===== config.mk =====
export PLATFORM = sky130hd
export DESIGN_NAME = spmp_top
export DESIGN_NICKNAME = d
export VERILOG_FILES = /design/src/pkg/spmp_pkg.sv /design/src/spmp_top.sv /design/src/spmp_sync.sv
export VERILOG_INCLUDE_DIRS = /design/src /design/src/pkg
export SDC_FILE = /design/constraint.sdc
export NUM_CORES = 1
export LEC_CHECK = 0
export ABC_AREA = 1
export BUFFER_PORTS_ARGS = -buffer_cell sky130_fd_sc_hd__buf_4
export CAP_MARGIN = 20
export CORE_MARGIN = 1.5
export CORE_UTILIZATION = 55
export CTS_CLUSTER_SIZE = 20
export DETAILED_ROUTE_END_ITERATION = 8
export PLACE_DENSITY_LB_ADDON = 0.12
export SLEW_MARGIN = 20
export SYNTH_ARGS = -nofsm -noshare
export SYNTH_HDL_FRONTEND = slang
export SYNTH_SLANG_ARGS = --single-unit

===== constraint.sdc =====
create_clock -name core_clk -period 4.1 [get_ports core_clk]
set_input_delay 0.82 -clock core_clk [delete_from_list [all_inputs] [get_ports core_clk]]
set_output_delay 0.82 -clock core_clk [all_outputs]
set_load 0.02 [all_outputs]

===== src/pkg/spmp_consts.svh =====
// Purpose: constants of the serial port block
// Assumes: included by bare name
// Notes:   register indices; byte address is four times the index
`ifndef SPMP_CONSTS_SVH
`define SPMP_CONSTS_SVH

// ************************************************
// Register indices
// ************************************************
`define SPMP_IDX_CTRL   2'h0
`define SPMP_IDX_IRQ    2'h1
`define SPMP_IDX_FLAGS  2'h2
`define SPMP_IDX_DATA   2'h3

// ************************************************
// Field positions
// ************************************************
`define SPMP_B_X2       7
`define SPMP_B_EN       6
`define SPMP_B_ORDER    5
`define SPMP_B_MST      4
`define SPMP_B_CPOL     3
`define SPMP_B_CPHA     2
`define SPMP_B_DONE     7
`define SPMP_B_WCOL     6

// ************************************************
// Reset values
// ************************************************
`define SPMP_CTRL_RST   8'h00
`define SPMP_LVL_RST    2'h0

// ************************************************
// Clock divisors, normal and double speed; last bit index
// ************************************************
`define SPMP_DIV_N0     8'h04
`define SPMP_DIV_N1     8'h10
`define SPMP_DIV_N2     8'h40
`define SPMP_DIV_N3     8'h80
`define SPMP_DIV_X0     8'h02
`define SPMP_DIV_X1     8'h08
`define SPMP_DIV_X2     8'h20
`define SPMP_DIV_X3     8'h40
`define SPMP_LAST_BIT   3'h7

`endif


===== src/pkg/spmp_pkg.sv =====
// Purpose: types of the serial port block
// Assumes: nothing
// Notes:   state of the top module is one packed struct
package spmp_pkg;

	typedef enum logic [1:0] {
		SPMP_IDLE  = 2'b00,
		SPMP_LEAD  = 2'b01,
		SPMP_TRAIL = 2'b11
	} spmp_st_e;

	typedef struct packed {
		logic [7:0]  ctrl;
		logic [1:0]  lvl;
		logic        done;
		logic        wcol;
		logic        arm_done;
		logic        arm_wcol;
		logic [7:0]  sh;
		logic [7:0]  rxb;
		logic [2:0]  bitn;
		logic        lead;
		spmp_st_e    st;
		logic [6:0]  cnt;
		logic        sck;
		logic        mosi;
		logic        miso;
		logic        sck_d;
		logic [31:0] prdata;
	} spmp_state_s;

endpackage


===== src/spmp_top.sv =====
// Purpose: byte serial port, master or slave, APB register access
// Assumes: one clock; pins synchronous except in slave role
// Notes:   shifter shared by transmit and receive
// Notes on behaviour
// - master data write starts clock, eight bits, done
// - select input low as master: drop master, done
// - slave unselected: MISO off, edges ignored
// - selected slave shifts; done per byte
// - select rise resets counter, drops partial
// - full bytes to receive buffer; read it
// - setup and sample on opposite edges
// - mode field picks sample and setup edges
// - idle clock level follows polarity bit
// - prescaler and double speed divide clock
// - divider ignored in slave role
// - enable bit gates every transfer
// - order bit picks LSB or MSB first
// - request when done and level non-zero
// - done clears on ack or read sequence
// - write during shifting sets collision
// - collision clears by status then data
// - unused status bits read zero
// - pin direction overrides per role
//
// The APB slave port is this design's own decision.
`timescale 1ns/100ps
`include "spmp_consts.svh"
module spmp_top
	import spmp_pkg::*;
#(
	parameter int AW = 4
) (
	input  wire logic          core_clk,
	input  wire logic          resetn,
	input  wire logic          psel,
	input  wire logic          penable,
	input  wire logic          pwrite,
	input  wire logic [AW-1:0] paddr,
	input  wire logic [31:0]   pwdata,
	output logic      [31:0]   prdata,
	output logic               pready,
	output logic               pslverr,
	input  wire logic          sck_in,
	output logic               sck_out,
	output logic               sck_oe,
	input  wire logic          mosi_in,
	output logic               mosi_out,
	output logic               mosi_oe,
	input  wire logic          miso_in,
	output logic               miso_out,
	output logic               miso_oe,
	input  wire logic          ss_n_in,
	input  wire logic          ss_pin_is_input,
	input  wire logic          user_dir_sck,
	input  wire logic          user_dir_mosi,
	input  wire logic          user_dir_miso,
	input  wire logic          irq_ack,
	output logic               irq_req,
	output logic [1:0]         irq_level
);

	// ************************************************
	// State and synchronised pins
	// ************************************************
	spmp_state_s st_r;
	spmp_state_s st_nxt;

	logic [2:0] pin_s;
	logic       sck_s;
	logic       mosi_s;
	logic       ss_n_s;

	spmp_sync #(
		.W (3)
	) u_sync (
		.core_clk (core_clk),
		.resetn   (resetn),
		.d        ({sck_in, mosi_in, ss_n_in}),
		.q        (pin_s)
	);

	assign sck_s  = pin_s[2];
	assign mosi_s = pin_s[1];
	assign ss_n_s = pin_s[0];

	// ************************************************
	// Helpers
	// ************************************************
	function automatic logic addr_hit(input logic [AW-1:0] a);
		addr_hit = (a[1:0] == 2'h0) && ((a >> 4) == {AW{1'b0}});
	endfunction

	function automatic logic [1:0] addr_idx(input logic [AW-1:0] a);
		addr_idx = a[3:2];
	endfunction

	// Bit that goes out next
	function automatic logic tx_bit(input logic [7:0] s,
	                                input logic       lsb_first);
		tx_bit = lsb_first ? s[0] : s[7];
	endfunction

	// Sampled bit enters at the end opposite the one the outgoing bit left
	function automatic logic [7:0] shift_in(input logic [7:0] s,
	                                        input logic       b,
	                                        input logic       lsb_first);
		shift_in = lsb_first ? {b, s[7:1]} : {s[6:0], b};
	endfunction

	// Half period reload in core cycles
	function automatic logic [6:0] half_reload(input logic [1:0] p,
	                                           input logic       x2);
		logic [7:0] div;
		div = 8'h00;
		unique case ({x2, p})
			3'b000: div = `SPMP_DIV_N0;
			3'b001: div = `SPMP_DIV_N1;
			3'b010: div = `SPMP_DIV_N2;
			3'b011: div = `SPMP_DIV_N3;
			3'b100: div = `SPMP_DIV_X0;
			3'b101: div = `SPMP_DIV_X1;
			3'b110: div = `SPMP_DIV_X2;
			3'b111: div = `SPMP_DIV_X3;
		endcase
		half_reload = 7'((div >> 1) - 8'h01);
	endfunction

	// ************************************************
	// Decoded controls
	// ************************************************
	logic       en;
	logic       mst;
	logic       order;
	logic       cpol;
	logic       cpha;
	logic [6:0] reload;
	logic       acc;
	logic       hit;
	logic [1:0] idx;
	logic       dacc;
	logic       stat_rd;
	logic       s_busy;
	logic       busy;
	logic       rise;
	logic       fall;
	logic       lead_e;
	logic       trail_e;

	assign en      = st_r.ctrl[`SPMP_B_EN];
	assign mst     = st_r.ctrl[`SPMP_B_MST];
	assign order   = st_r.ctrl[`SPMP_B_ORDER];
	assign cpol    = st_r.ctrl[`SPMP_B_CPOL];
	assign cpha    = st_r.ctrl[`SPMP_B_CPHA];
	assign reload  = half_reload(st_r.ctrl[1:0], st_r.ctrl[`SPMP_B_X2]);
	assign acc     = psel & penable;
	assign hit     = addr_hit(paddr);
	assign idx     = addr_idx(paddr);
	assign dacc    = acc & hit & (idx == `SPMP_IDX_DATA);
	assign stat_rd = acc & hit & ~pwrite & (idx == `SPMP_IDX_FLAGS);
	assign s_busy  = en & ~mst & ~ss_n_s
	                 & ((st_r.bitn != 3'h0) | st_r.lead);
	assign busy    = (st_r.st != SPMP_IDLE) | s_busy;
	assign rise    = sck_s & ~st_r.sck_d;
	assign fall    = ~sck_s & st_r.sck_d;
	// Leading edge is the rising one when the idle level is low
	assign lead_e  = cpol ? fall : rise;
	assign trail_e = cpol ? rise : fall;

	// ************************************************
	// Next state
	// ************************************************
	always_comb begin
		logic       set_done;
		logic       set_wcol;
		logic       clr_done;
		logic       clr_wcol;
		logic       start;
		logic [7:0] sh_new;
		logic [7:0] rdv;
		st_nxt   = st_r;
		set_done = 1'b0;
		set_wcol = 1'b0;
		clr_done = 1'b0;
		clr_wcol = 1'b0;
		start    = 1'b0;
		sh_new   = st_r.sh;
		rdv      = 8'h00;
		st_nxt.sck_d = sck_s;

		// Read data is captured in the setup phase
		unique case (idx)
			`SPMP_IDX_CTRL:  rdv = st_r.ctrl;
			`SPMP_IDX_IRQ:   rdv = {6'h00, st_r.lvl};
			`SPMP_IDX_FLAGS: rdv = {st_r.done, st_r.wcol, 6'h00};
			`SPMP_IDX_DATA:  rdv = st_r.rxb;
		endcase
		if (psel & ~penable & ~pwrite) begin
			st_nxt.prdata = hit ? {24'h000000, rdv} : 32'h00000000;
		end

		if (acc & hit & pwrite & (idx == `SPMP_IDX_CTRL)) begin
			st_nxt.ctrl = pwdata[7:0];
		end
		if (acc & hit & pwrite & (idx == `SPMP_IDX_IRQ)) begin
			st_nxt.lvl = pwdata[1:0];
		end

		// Write to data register: load or collide
		if (dacc & pwrite) begin
			if (busy) begin
				set_wcol = 1'b1;
			end else if (en) begin
				st_nxt.sh = pwdata[7:0];
				start     = mst;
			end
		end

		// Master engine; divider only counts here
		unique case (st_r.st)
			SPMP_IDLE: begin
				if (start) begin
					st_nxt.st   = SPMP_LEAD;
					st_nxt.cnt  = reload;
					st_nxt.bitn = 3'h0;
					if (!cpha) begin
						st_nxt.mosi = tx_bit(pwdata[7:0], order);
					end
				end
			end
			SPMP_LEAD: begin
				if (st_r.cnt == 7'h00) begin
					st_nxt.sck = ~cpol;
					st_nxt.st  = SPMP_TRAIL;
					st_nxt.cnt = reload;
					if (!cpha) begin
						st_nxt.sh = shift_in(st_r.sh, miso_in, order);
					end else begin
						st_nxt.mosi = tx_bit(st_r.sh, order);
					end
				end else begin
					st_nxt.cnt = st_r.cnt - 7'h01;
				end
			end
			SPMP_TRAIL: begin
				if (st_r.cnt == 7'h00) begin
					st_nxt.sck = cpol;
					if (cpha) begin
						sh_new = shift_in(st_r.sh, miso_in, order);
					end
					st_nxt.sh = sh_new;
					if (st_r.bitn == `SPMP_LAST_BIT) begin
						// Clock stops after the eighth bit
						st_nxt.st  = SPMP_IDLE;
						st_nxt.rxb = sh_new;
						set_done   = 1'b1;
					end else begin
						st_nxt.bitn = st_r.bitn + 3'h1;
						st_nxt.st   = SPMP_LEAD;
						st_nxt.cnt  = reload;
						if (!cpha) begin
							st_nxt.mosi = tx_bit(sh_new, order);
						end
					end
				end else begin
					st_nxt.cnt = st_r.cnt - 7'h01;
				end
			end
			default: begin
				st_nxt.st = SPMP_IDLE;
			end
		endcase

		// Leaving master role or disabling aborts the byte
		if (!(en & mst)) begin
			st_nxt.st = SPMP_IDLE;
		end

		// Another master pulls select low
		if (en & mst & ss_pin_is_input & ~ss_n_s) begin
			st_nxt.ctrl[`SPMP_B_MST] = 1'b0;
			st_nxt.st = SPMP_IDLE;
			set_done  = 1'b1;
		end

		// Slave engine on synchronised pins
		if (en & ~mst) begin
			if (ss_n_s) begin
				// Partial byte never reaches the receive buffer
				st_nxt.bitn = 3'h0;
				st_nxt.lead = 1'b0;
			end else if (lead_e & ~st_r.lead) begin
				st_nxt.lead = 1'b1;
				if (!cpha) begin
					st_nxt.sh = shift_in(st_r.sh, mosi_s, order);
				end else begin
					st_nxt.miso = tx_bit(st_r.sh, order);
				end
			end else if (trail_e & st_r.lead) begin
				st_nxt.lead = 1'b0;
				if (cpha) begin
					sh_new = shift_in(st_r.sh, mosi_s, order);
				end
				st_nxt.sh = sh_new;
				if (!cpha) begin
					st_nxt.miso = tx_bit(sh_new, order);
				end
				if (st_r.bitn == `SPMP_LAST_BIT) begin
					st_nxt.bitn = 3'h0;
					st_nxt.rxb  = sh_new;
					set_done    = 1'b1;
				end else begin
					st_nxt.bitn = st_r.bitn + 3'h1;
				end
			end
			// First bit must stand before the first edge
			if (!cpha && (st_nxt.bitn == 3'h0) && !st_nxt.lead) begin
				st_nxt.miso = tx_bit(st_nxt.sh, order);
			end
		end else begin
			st_nxt.bitn = (st_nxt.st == SPMP_IDLE) ? 3'h0 : st_nxt.bitn;
			st_nxt.lead = 1'b0;
		end

		// Idle clock level follows the mode
		if (st_nxt.st == SPMP_IDLE) begin
			st_nxt.sck = st_nxt.ctrl[`SPMP_B_CPOL];
		end

		// Flags: a set in the same cycle beats any clear
		clr_done = irq_ack | (dacc & st_r.arm_done);
		clr_wcol = dacc & st_r.arm_wcol;
		st_nxt.done = set_done | (st_r.done & ~clr_done);
		st_nxt.wcol = set_wcol | (st_r.wcol & ~clr_wcol);
		st_nxt.arm_done = st_nxt.done & ~set_done & ~clr_done
		                  & (st_r.arm_done
		                     | (stat_rd & st_r.prdata[`SPMP_B_DONE]));
		st_nxt.arm_wcol = st_nxt.wcol & ~set_wcol & ~clr_wcol
		                  & (st_r.arm_wcol
		                     | (stat_rd & st_r.prdata[`SPMP_B_WCOL]));
	end

	// ************************************************
	// State register
	// ************************************************
	always_ff @(posedge core_clk or negedge resetn) begin
		if (!resetn) begin
			st_r       <= '0;
			st_r.ctrl  <= `SPMP_CTRL_RST;
			st_r.lvl   <= `SPMP_LVL_RST;
			st_r.sck_d <= 1'b1;
			st_r.st    <= SPMP_IDLE;
		end else begin
			st_r <= st_nxt;
		end
	end

	// ************************************************
	// Outputs
	// ************************************************
	// Zero wait states; unmapped offsets answer with an error
	assign pready  = 1'b1;
	assign pslverr = acc & ~hit;
	assign prdata  = st_r.prdata;

	assign sck_out  = st_r.sck;
	assign mosi_out = st_r.mosi;
	assign miso_out = st_r.miso;
	// Select is never driven here; software owns it
	assign sck_oe   = en & mst & user_dir_sck;
	assign mosi_oe  = en & mst & user_dir_mosi;
	assign miso_oe  = en & ~mst & user_dir_miso & ~ss_n_s;

	assign irq_req   = st_r.done & (st_r.lvl != 2'h0);
	assign irq_level = st_r.lvl;

endmodule


===== src/spmp_sync.sv =====
// Purpose: two-stage synchroniser for a group of levels
// Assumes: inputs may change at any time
// Notes:   first stage feeds only the second
`timescale 1ns/100ps
module spmp_sync #(
	parameter int W = 3
) (
	input  wire logic         core_clk,
	input  wire logic         resetn,
	input  wire logic [W-1:0] d,
	output logic      [W-1:0] q
);
	typedef struct packed {
		logic [W-1:0] s1;
		logic [W-1:0] s2;
	} spmp_sync_s;

	spmp_sync_s sy_r;
	spmp_sync_s sy_nxt;

	always_comb begin
		sy_nxt    = sy_r;
		sy_nxt.s1 = d;
		sy_nxt.s2 = sy_r.s1;
	end

	// Resets high: idle select and idle clock read as released
	always_ff @(posedge core_clk or negedge resetn) begin
		if (!resetn) begin
			sy_r <= '1;
		end else begin
			sy_r <= sy_nxt;
		end
	end

	assign q = sy_r.s2;
endmodule


## Word-level counts from Yosys, hierarchy flattened

Memories as Yosys holds them, arrays and structs flattened.
Cells that the tools add are included.

- Reduce and logical (&&, ||, !) cells: 21
- Add/sub/neg operators: 3
- Div/mod/pow operators: 0
- Shifts and indexed selects: 0
- Multiplexer cells: 89
- Bitwise gates (word level): 59
- Magnitude comparators: 0
- Equality and inequality tests: 19
- Multiply operators: 0

Operators with widths:

| kind | number |
|---|---|
| 8-bit two-way mux | 23 |
| 1-bit bitwise AND | 39 |
| 19-bit two-way mux | 2 |
| 1-bit two-way mux | 35 |
| 16-bit two-way mux | 2 |
| 8-bit one-hot mux with 4 select lines | 1 |
| 7-bit two-way mux | 3 |
| 7-bit one-hot mux with 3 select lines | 1 |
| 20-bit two-way mux | 1 |
| 2-bit != test, second input constant | 8 |
| 8-bit one-hot mux with 2 select lines | 1 |
| 7-bit by 1-bit subtractor with 7-bit output, second input constant | 2 |
| 1-bit NOT | 13 |
| 2-bit two-way mux | 6 |
| 3-bit two-way mux | 4 |
| 4-bit two-way mux | 3 |
| 3-bit nonzero test | 4 |
| 11-bit two-way mux | 1 |
| 9-bit two-way mux | 1 |
| 3-bit != test, second input constant | 3 |
| 2-bit logical NOT | 4 |
| 8-bit AND reduction | 1 |
| 7-bit logical NOT | 1 |
| 1-bit OR | 7 |
| 17 further kinds | 25 |

- Input port bits: 50
- Bits in latches: 0
- Word-level logic and storage cells: 213
- RAM bits: 0
- Output and inout port bits: 43
- Memories: 1
- Register bits: 85
- Bits in read-only memories: 56

Memories:

| memory | depth | width | rd ports | clocked after memory_dff | write ports | RTL line | text |
|---|---|---|---|---|---|---|---|
| (name not given) | 8 | 7 | 1 | 0 | 0 | spmp_top.sv:115 | `unique case ({x2, p})` |

## Logic depth before layout (Yosys ltp)

- Depth after elaboration: 21
- Mapped depth: 16
- Mapped depth without buffers: 16

## Hierarchy

A second synthesis with hierarchy kept.

- Cells, all modules: 624
- Area total of the unflattened synthesis: 4,485.6 sq um

By module, submodules not included:

| module | area each (sq um) | times used | cells each |
|---|---|---|---|
| spmp_top | 4,327.9 | 1 | 618 |
| spmp_sync | 157.7 | 1 | 6 |

## Worst setup path before layout

No wires, ideal clock.

- Path type: input to register
- From: in paddr[1]
- To: reg st_r[36] (netlist bit)
- Arrival: 2.036 ns
- Setup time: 0.127 ns
- Required time: 3.973 ns
- Path buffers: 1
- Stages on the path: 11
- Path slack: 1.936 ns
- Cells stage by stage: nor2_2 -> nand2_1 -> nor2_2 -> nand2_1 -> o21bai_4 -> inv_1 -> nor2_2 -> nand2_2 -> buf_6 -> a311oi_2 -> a21oi_1

- Word-level cells in the longest chain between the ends: 7

Ends and longest elaborated chain:

| what | RTL line | text |
|---|---|---|
| start, declared | spmp_top.sv:38 | `input wire logic [AW-1:0] paddr,` |
| 2-bit logical NOT | spmp_top.sv:90 | `addr_hit = (a[1:0] == 2'h0) && ((a >> 4) == {AW{1'b0}});` |
| 1-bit bitwise AND (2 in a row) | spmp_top.sv:158 | `` assign dacc = acc & hit & (idx == `SPMP_IDX_DATA); `` |
| 1-bit bitwise AND | spmp_top.sv:209 | `if (dacc & pwrite) begin` |
| 1-bit two-way mux | spmp_top.sv:209 |  |
| 2-bit != test (no line) | -- |  |
| 3-bit AND reduction (no line) | -- |  |
| end signal, assigned | spmp_top.sv:353 | `st_r <= st_nxt;` |
| end, declared | spmp_top.sv:65 | `spmp_state_s st_r;` |

No other way between the ends.
A chain may end at the register's enable or synchronous reset.

## Worst setup path after layout

- From: reg st_r, in the netlist cpha
- To: reg st_r, in the netlist miso_out

- Word-level cells in the longest chain between the ends: 16

Ends and longest elaborated chain:

| what | RTL line | text |
|---|---|---|
| 8-bit two-way mux | spmp_top.sv:247 | `if (cpha) begin` |
| 8-bit two-way mux | spmp_top.sv:245 | `if (st_r.cnt == 7'h00) begin` |
| 8-bit two-way mux | spmp_top.sv:219 | `unique case (st_r.st)` |
| 8-bit two-way mux | spmp_top.sv:245 |  |
| 8-bit two-way mux | spmp_top.sv:219 |  |
| 8-bit two-way mux | spmp_top.sv:300 | `if (cpha) begin` |
| 8-bit two-way mux | spmp_top.sv:298 | `end else if (trail_e & st_r.lead) begin` |
| 8-bit two-way mux | spmp_top.sv:291 | `end else if (lead_e & ~st_r.lead) begin` |
| 8-bit two-way mux | spmp_top.sv:287 | `if (ss_n_s) begin` |
| 8-bit two-way mux | spmp_top.sv:286 | `if (en & ~mst) begin` |
| 1-bit two-way mux | spmp_top.sv:100 | `tx_bit = lsb_first ? s[0] : s[7];` |
| 1-bit two-way mux | spmp_top.sv:304 | `if (!cpha) begin` |
| 1-bit two-way mux | spmp_top.sv:298 |  |
| 1-bit two-way mux | spmp_top.sv:291 |  |
| 1-bit two-way mux | spmp_top.sv:287 |  |
| 1-bit two-way mux | spmp_top.sv:316 | `if (!cpha && (st_nxt.bitn == 3'h0) && !st_nxt.lead) begin` |

Parallel ways exist; a longest one is shown, timed or not. The select of a mux whose other input is x is not followed.

==> summary.md <==
| Metric | Value |
|---|---|
| Post-Syn Instances | 596 |
| TritonCTS Buffers | 9 |
| Clock share of power | 35.9% |
| RSZ-0062 raised after global routing | false |
| Cell Area, Synth | between 4000 and 5000 um2 |
| Critical path cell sequence | inv_1, o21ai_2, nand3_1, nand2_1, nand2_1, nand2_1, nand2_1, nand2_1, nand2_1, nand2_1, nand2_1, nand2_1 |
| Setup TNS | 0 ns |
| DRC viols | 0 |
| Nature of the critical path startpoint | flop |
| Sequential share of power | 38.3% |
| CTS tree | built |
| Clock sink count | between 60 and 70 |
| Peak supply drop | around 0.29 mV |
| Number of synthesized flops with an enable pin | 0 |
| Drt first-iter violations | 345 |
| First-pass GRT wire length | 18100 um |
| Die area | about 8400 um2 |
| GPL Wtd Cong | 0.963 |
| Clock slew at reported path FFs | 0.08 ns |
| Post-placement setup slack | 1.34 ns |
| Status | finished clean |
| CTS Root Cell | clkbuf_8 |
| R2R cell count | 12 |
| WL final | 10800 um |
| Vias | 4032 |
| Post-CTS Hold Fix Bufs | 0 |
| Dpl hpwl | 7950 um |
| Via density | 5.52 |
| Core Footprint | between 7000 and 8000 um2 |
| Most common cell after layout, fill and taps aside | nand2_1 |
| Synth Flop Type | dfrtp_1 |
| Initial antenna violation count | 0 |
| Hold crit path type | flop to flop |
| Int Pwr | 1.23 mW |
| Total power | 1.91 mW |
| Crit-path leading delay family | simple AND/OR/NAND/NOR gates |
| Layout Nets | 686 |
| Min cycle time layout | 2.52 ns |
| Clock skew | 0.00981 ns |
| Post-synthesis cell type count | 47 |
| Die Wd | just over 90 um |
| Tightest Pin Transition | 0.927 ns |
| Row count | 32 |
| Die Y | 91.9 um |
| Flops & latches, synth | 61 |
| NetSw | a little under 0.7 mW |
| Fmax | 0.397 GHz |
| Average wire per standard cell | 14.8 um |
| Comb power frac | 25.7% |
| Crit path required time | 4.39 ns |
| Global-route usage over all layers | 27.4% |
| Yosys warnings | 0 |
| Cells on Worst Hold Path | 0 |
| Clk_lat worst skew | 0.36 ns |
| Worst EP arrival | ~2.8 ns |
| Layout cells sized above 1 | between 10% and 20% |
| N_diodes | 0 |
| Pwr dens | 398 nW/um2 |
| Critical path type | flop to flop |
| Largest net degree at the start of global routing | 62 |
| Worst path bufs/invs | 1 |
| Final Hold Fails | 0 |
| Cell mode on critical path | nand2_1 |
| Antenna viol nets, final | 0 |
| Grt total ovfl | 0 |
| Crit path depth | 12 |
| CTS H-tree lvls | 3 |
| DR pass1 iterations | 6 |
| Max incr delay on CP | 0.69 ns |
| Synthesized area per cell | 7.30 um2 |
| Number of global-route vias before repair | 3756 |
| Post-CTS repair timing setup buffer count | 0 |
| Initial Util | a little under three fifths |
| Final Max Tran Viols | 0 |
| Worst setup EP type | flop |
| Crit-path max FO | 24 |
| CP max-delay cell | dfrtp_1 |
| Post_cts resized | 0 |
| CTS max path bufs | 2 |
| Fin crit share | 61.5% |
| MaxCap Viol Count | 0 |
| IO buf count | 43 |
| Fin Hold WS | 0.349 ns |
| Rel. slew slack | 38.0% |
| IO Count | a little over 90 |
| Async S/R FF share, synth | 100% |
| Seq/Total Area, Yosys | a little over a third |
| Commonest non-fill, non-tap cells in the layout | nand2_1 (130), inv_1 (80), o21ai_0 (73) |
| Endpoints failing setup | 0 |
| Synthesis-to-finish area growth | 10.2% |
| Final worst slack | 1.58 ns |
| Switch share | 35.3% |
| Static Leak | ~2.4 nW |
area by class of cell:
| class | instances | area (um2) |
|---|---|---|
| repair buffers | 43 | 323 |
| flip-flops and latches | 61 | 1540 |
| well taps | 102 | 128 |
| fillers | 698 | 2890 |
| clock inverters | 7 | 121 |
| inverters | 86 | 323 |
| multi-input cells | 423 | 2240 |
| clock buffers | 9 | 124 |
stage by stage:
step,std cells,utilization (%),cell area [um2]
after global placement,715,59.2,4550
after floorplan,619,-,4430
after CTS,731,62.4,4790
final,731,62.4,4790
after detailed placement,715,59.2,4550
after global routing,731,62.4,4790
final timing paths:
kind / from / endpoint / slack (ns)
max in group asynchronous: resetn / cpol / 3.06
setup / recovery: cpha / miso_out / 1.58
hold reg to reg: u_sync.sy_nxt[1] / u_sync.q[1] / 0.35
min in group asynchronous: resetn / st_r[40] / 0.54
hold / removal: u_sync.sy_nxt[1] / u_sync.q[1] / 0.35
setup reg to reg: cpha / miso_out / 1.58
cells in the mapped netlist, drive strengths merged (6+ instances only):
| library cell | instances | area share (%) |
|---|---|---|
| a21oi | 29 | 3.4 |
| inv | 84 | 7.3 |
| nor3 | 6 | 0.69 |
| o22ai | 15 | 2.2 |
| nand3 | 28 | 3.5 |
| nor2 | 47 | 5.1 |
| dfrtp | 54 | 31 |
| buf | 43 | 7.2 |
| xor2 | 6 | 1.2 |
| o211ai | 9 | 1.6 |
| nand2 | 134 | 12 |
| dfstp | 7 | 4.2 |
| o21ai | 78 | 9.2 |
| clkbuf | 6 | 0.52 |
| ha | 12 | 3.5 |
worst reg2reg max path: cells and delay by family (launching register included):
family | cells | cell delay, ns
buffers and inverters | 1 | 0.51
AOI/OAI and AO/OA | 1 | 0.54
and+or+nand+nor | 10 | 0.72
DFF | 1 | 0.69
logic make-up after synthesis:
kind of cell / synth area share, %
AO/OA/AOI/OAI: 21.4
AND/OR/NAND/NOR: 22.4
adder cells (fa/ha/maj): 3.45
buffers and inverters: 15.2
flip-flops: 35.3
XOR/XNOR: 1.41
multiplexers: 0.777
other: 0.173
power groups by stage:
stage	Combinational [mW]	Clock [mW]	Sequential [mW]
2_1_floorplan	0.383	0	0.716
3_3_place_gp	0.470	0	0.739
3_5_place_dp	0.481	0	0.741
4_1_cts	0.484	0.688	0.729
5_1_grt	0.553	0.711	0.741
6_report	0.491	0.685	0.731
per-layer routing:
| metal | part of all wire (%) | GRT usage, % |
|---|---|---|
| met1 | 46 | 37.3 |
| met2 | 46 | 44.0 |
| met4 | 2.1 | 9.49 |
| met5 | 0 | 0 |
| met3 | 5.8 | 5.06 |
state kept, by name, indices dropped and copies added, names as in the netlist:
register	count
mosi_out	1
prdata	8
sck_out	1
miso_out	1
cpha	1
mst	1
en	1
u_sync.q	3
u_sync.sy_nxt	3
irq_level	2
cpol	1
st_r	37
order	1
Power figures use the tool's default switching activity.
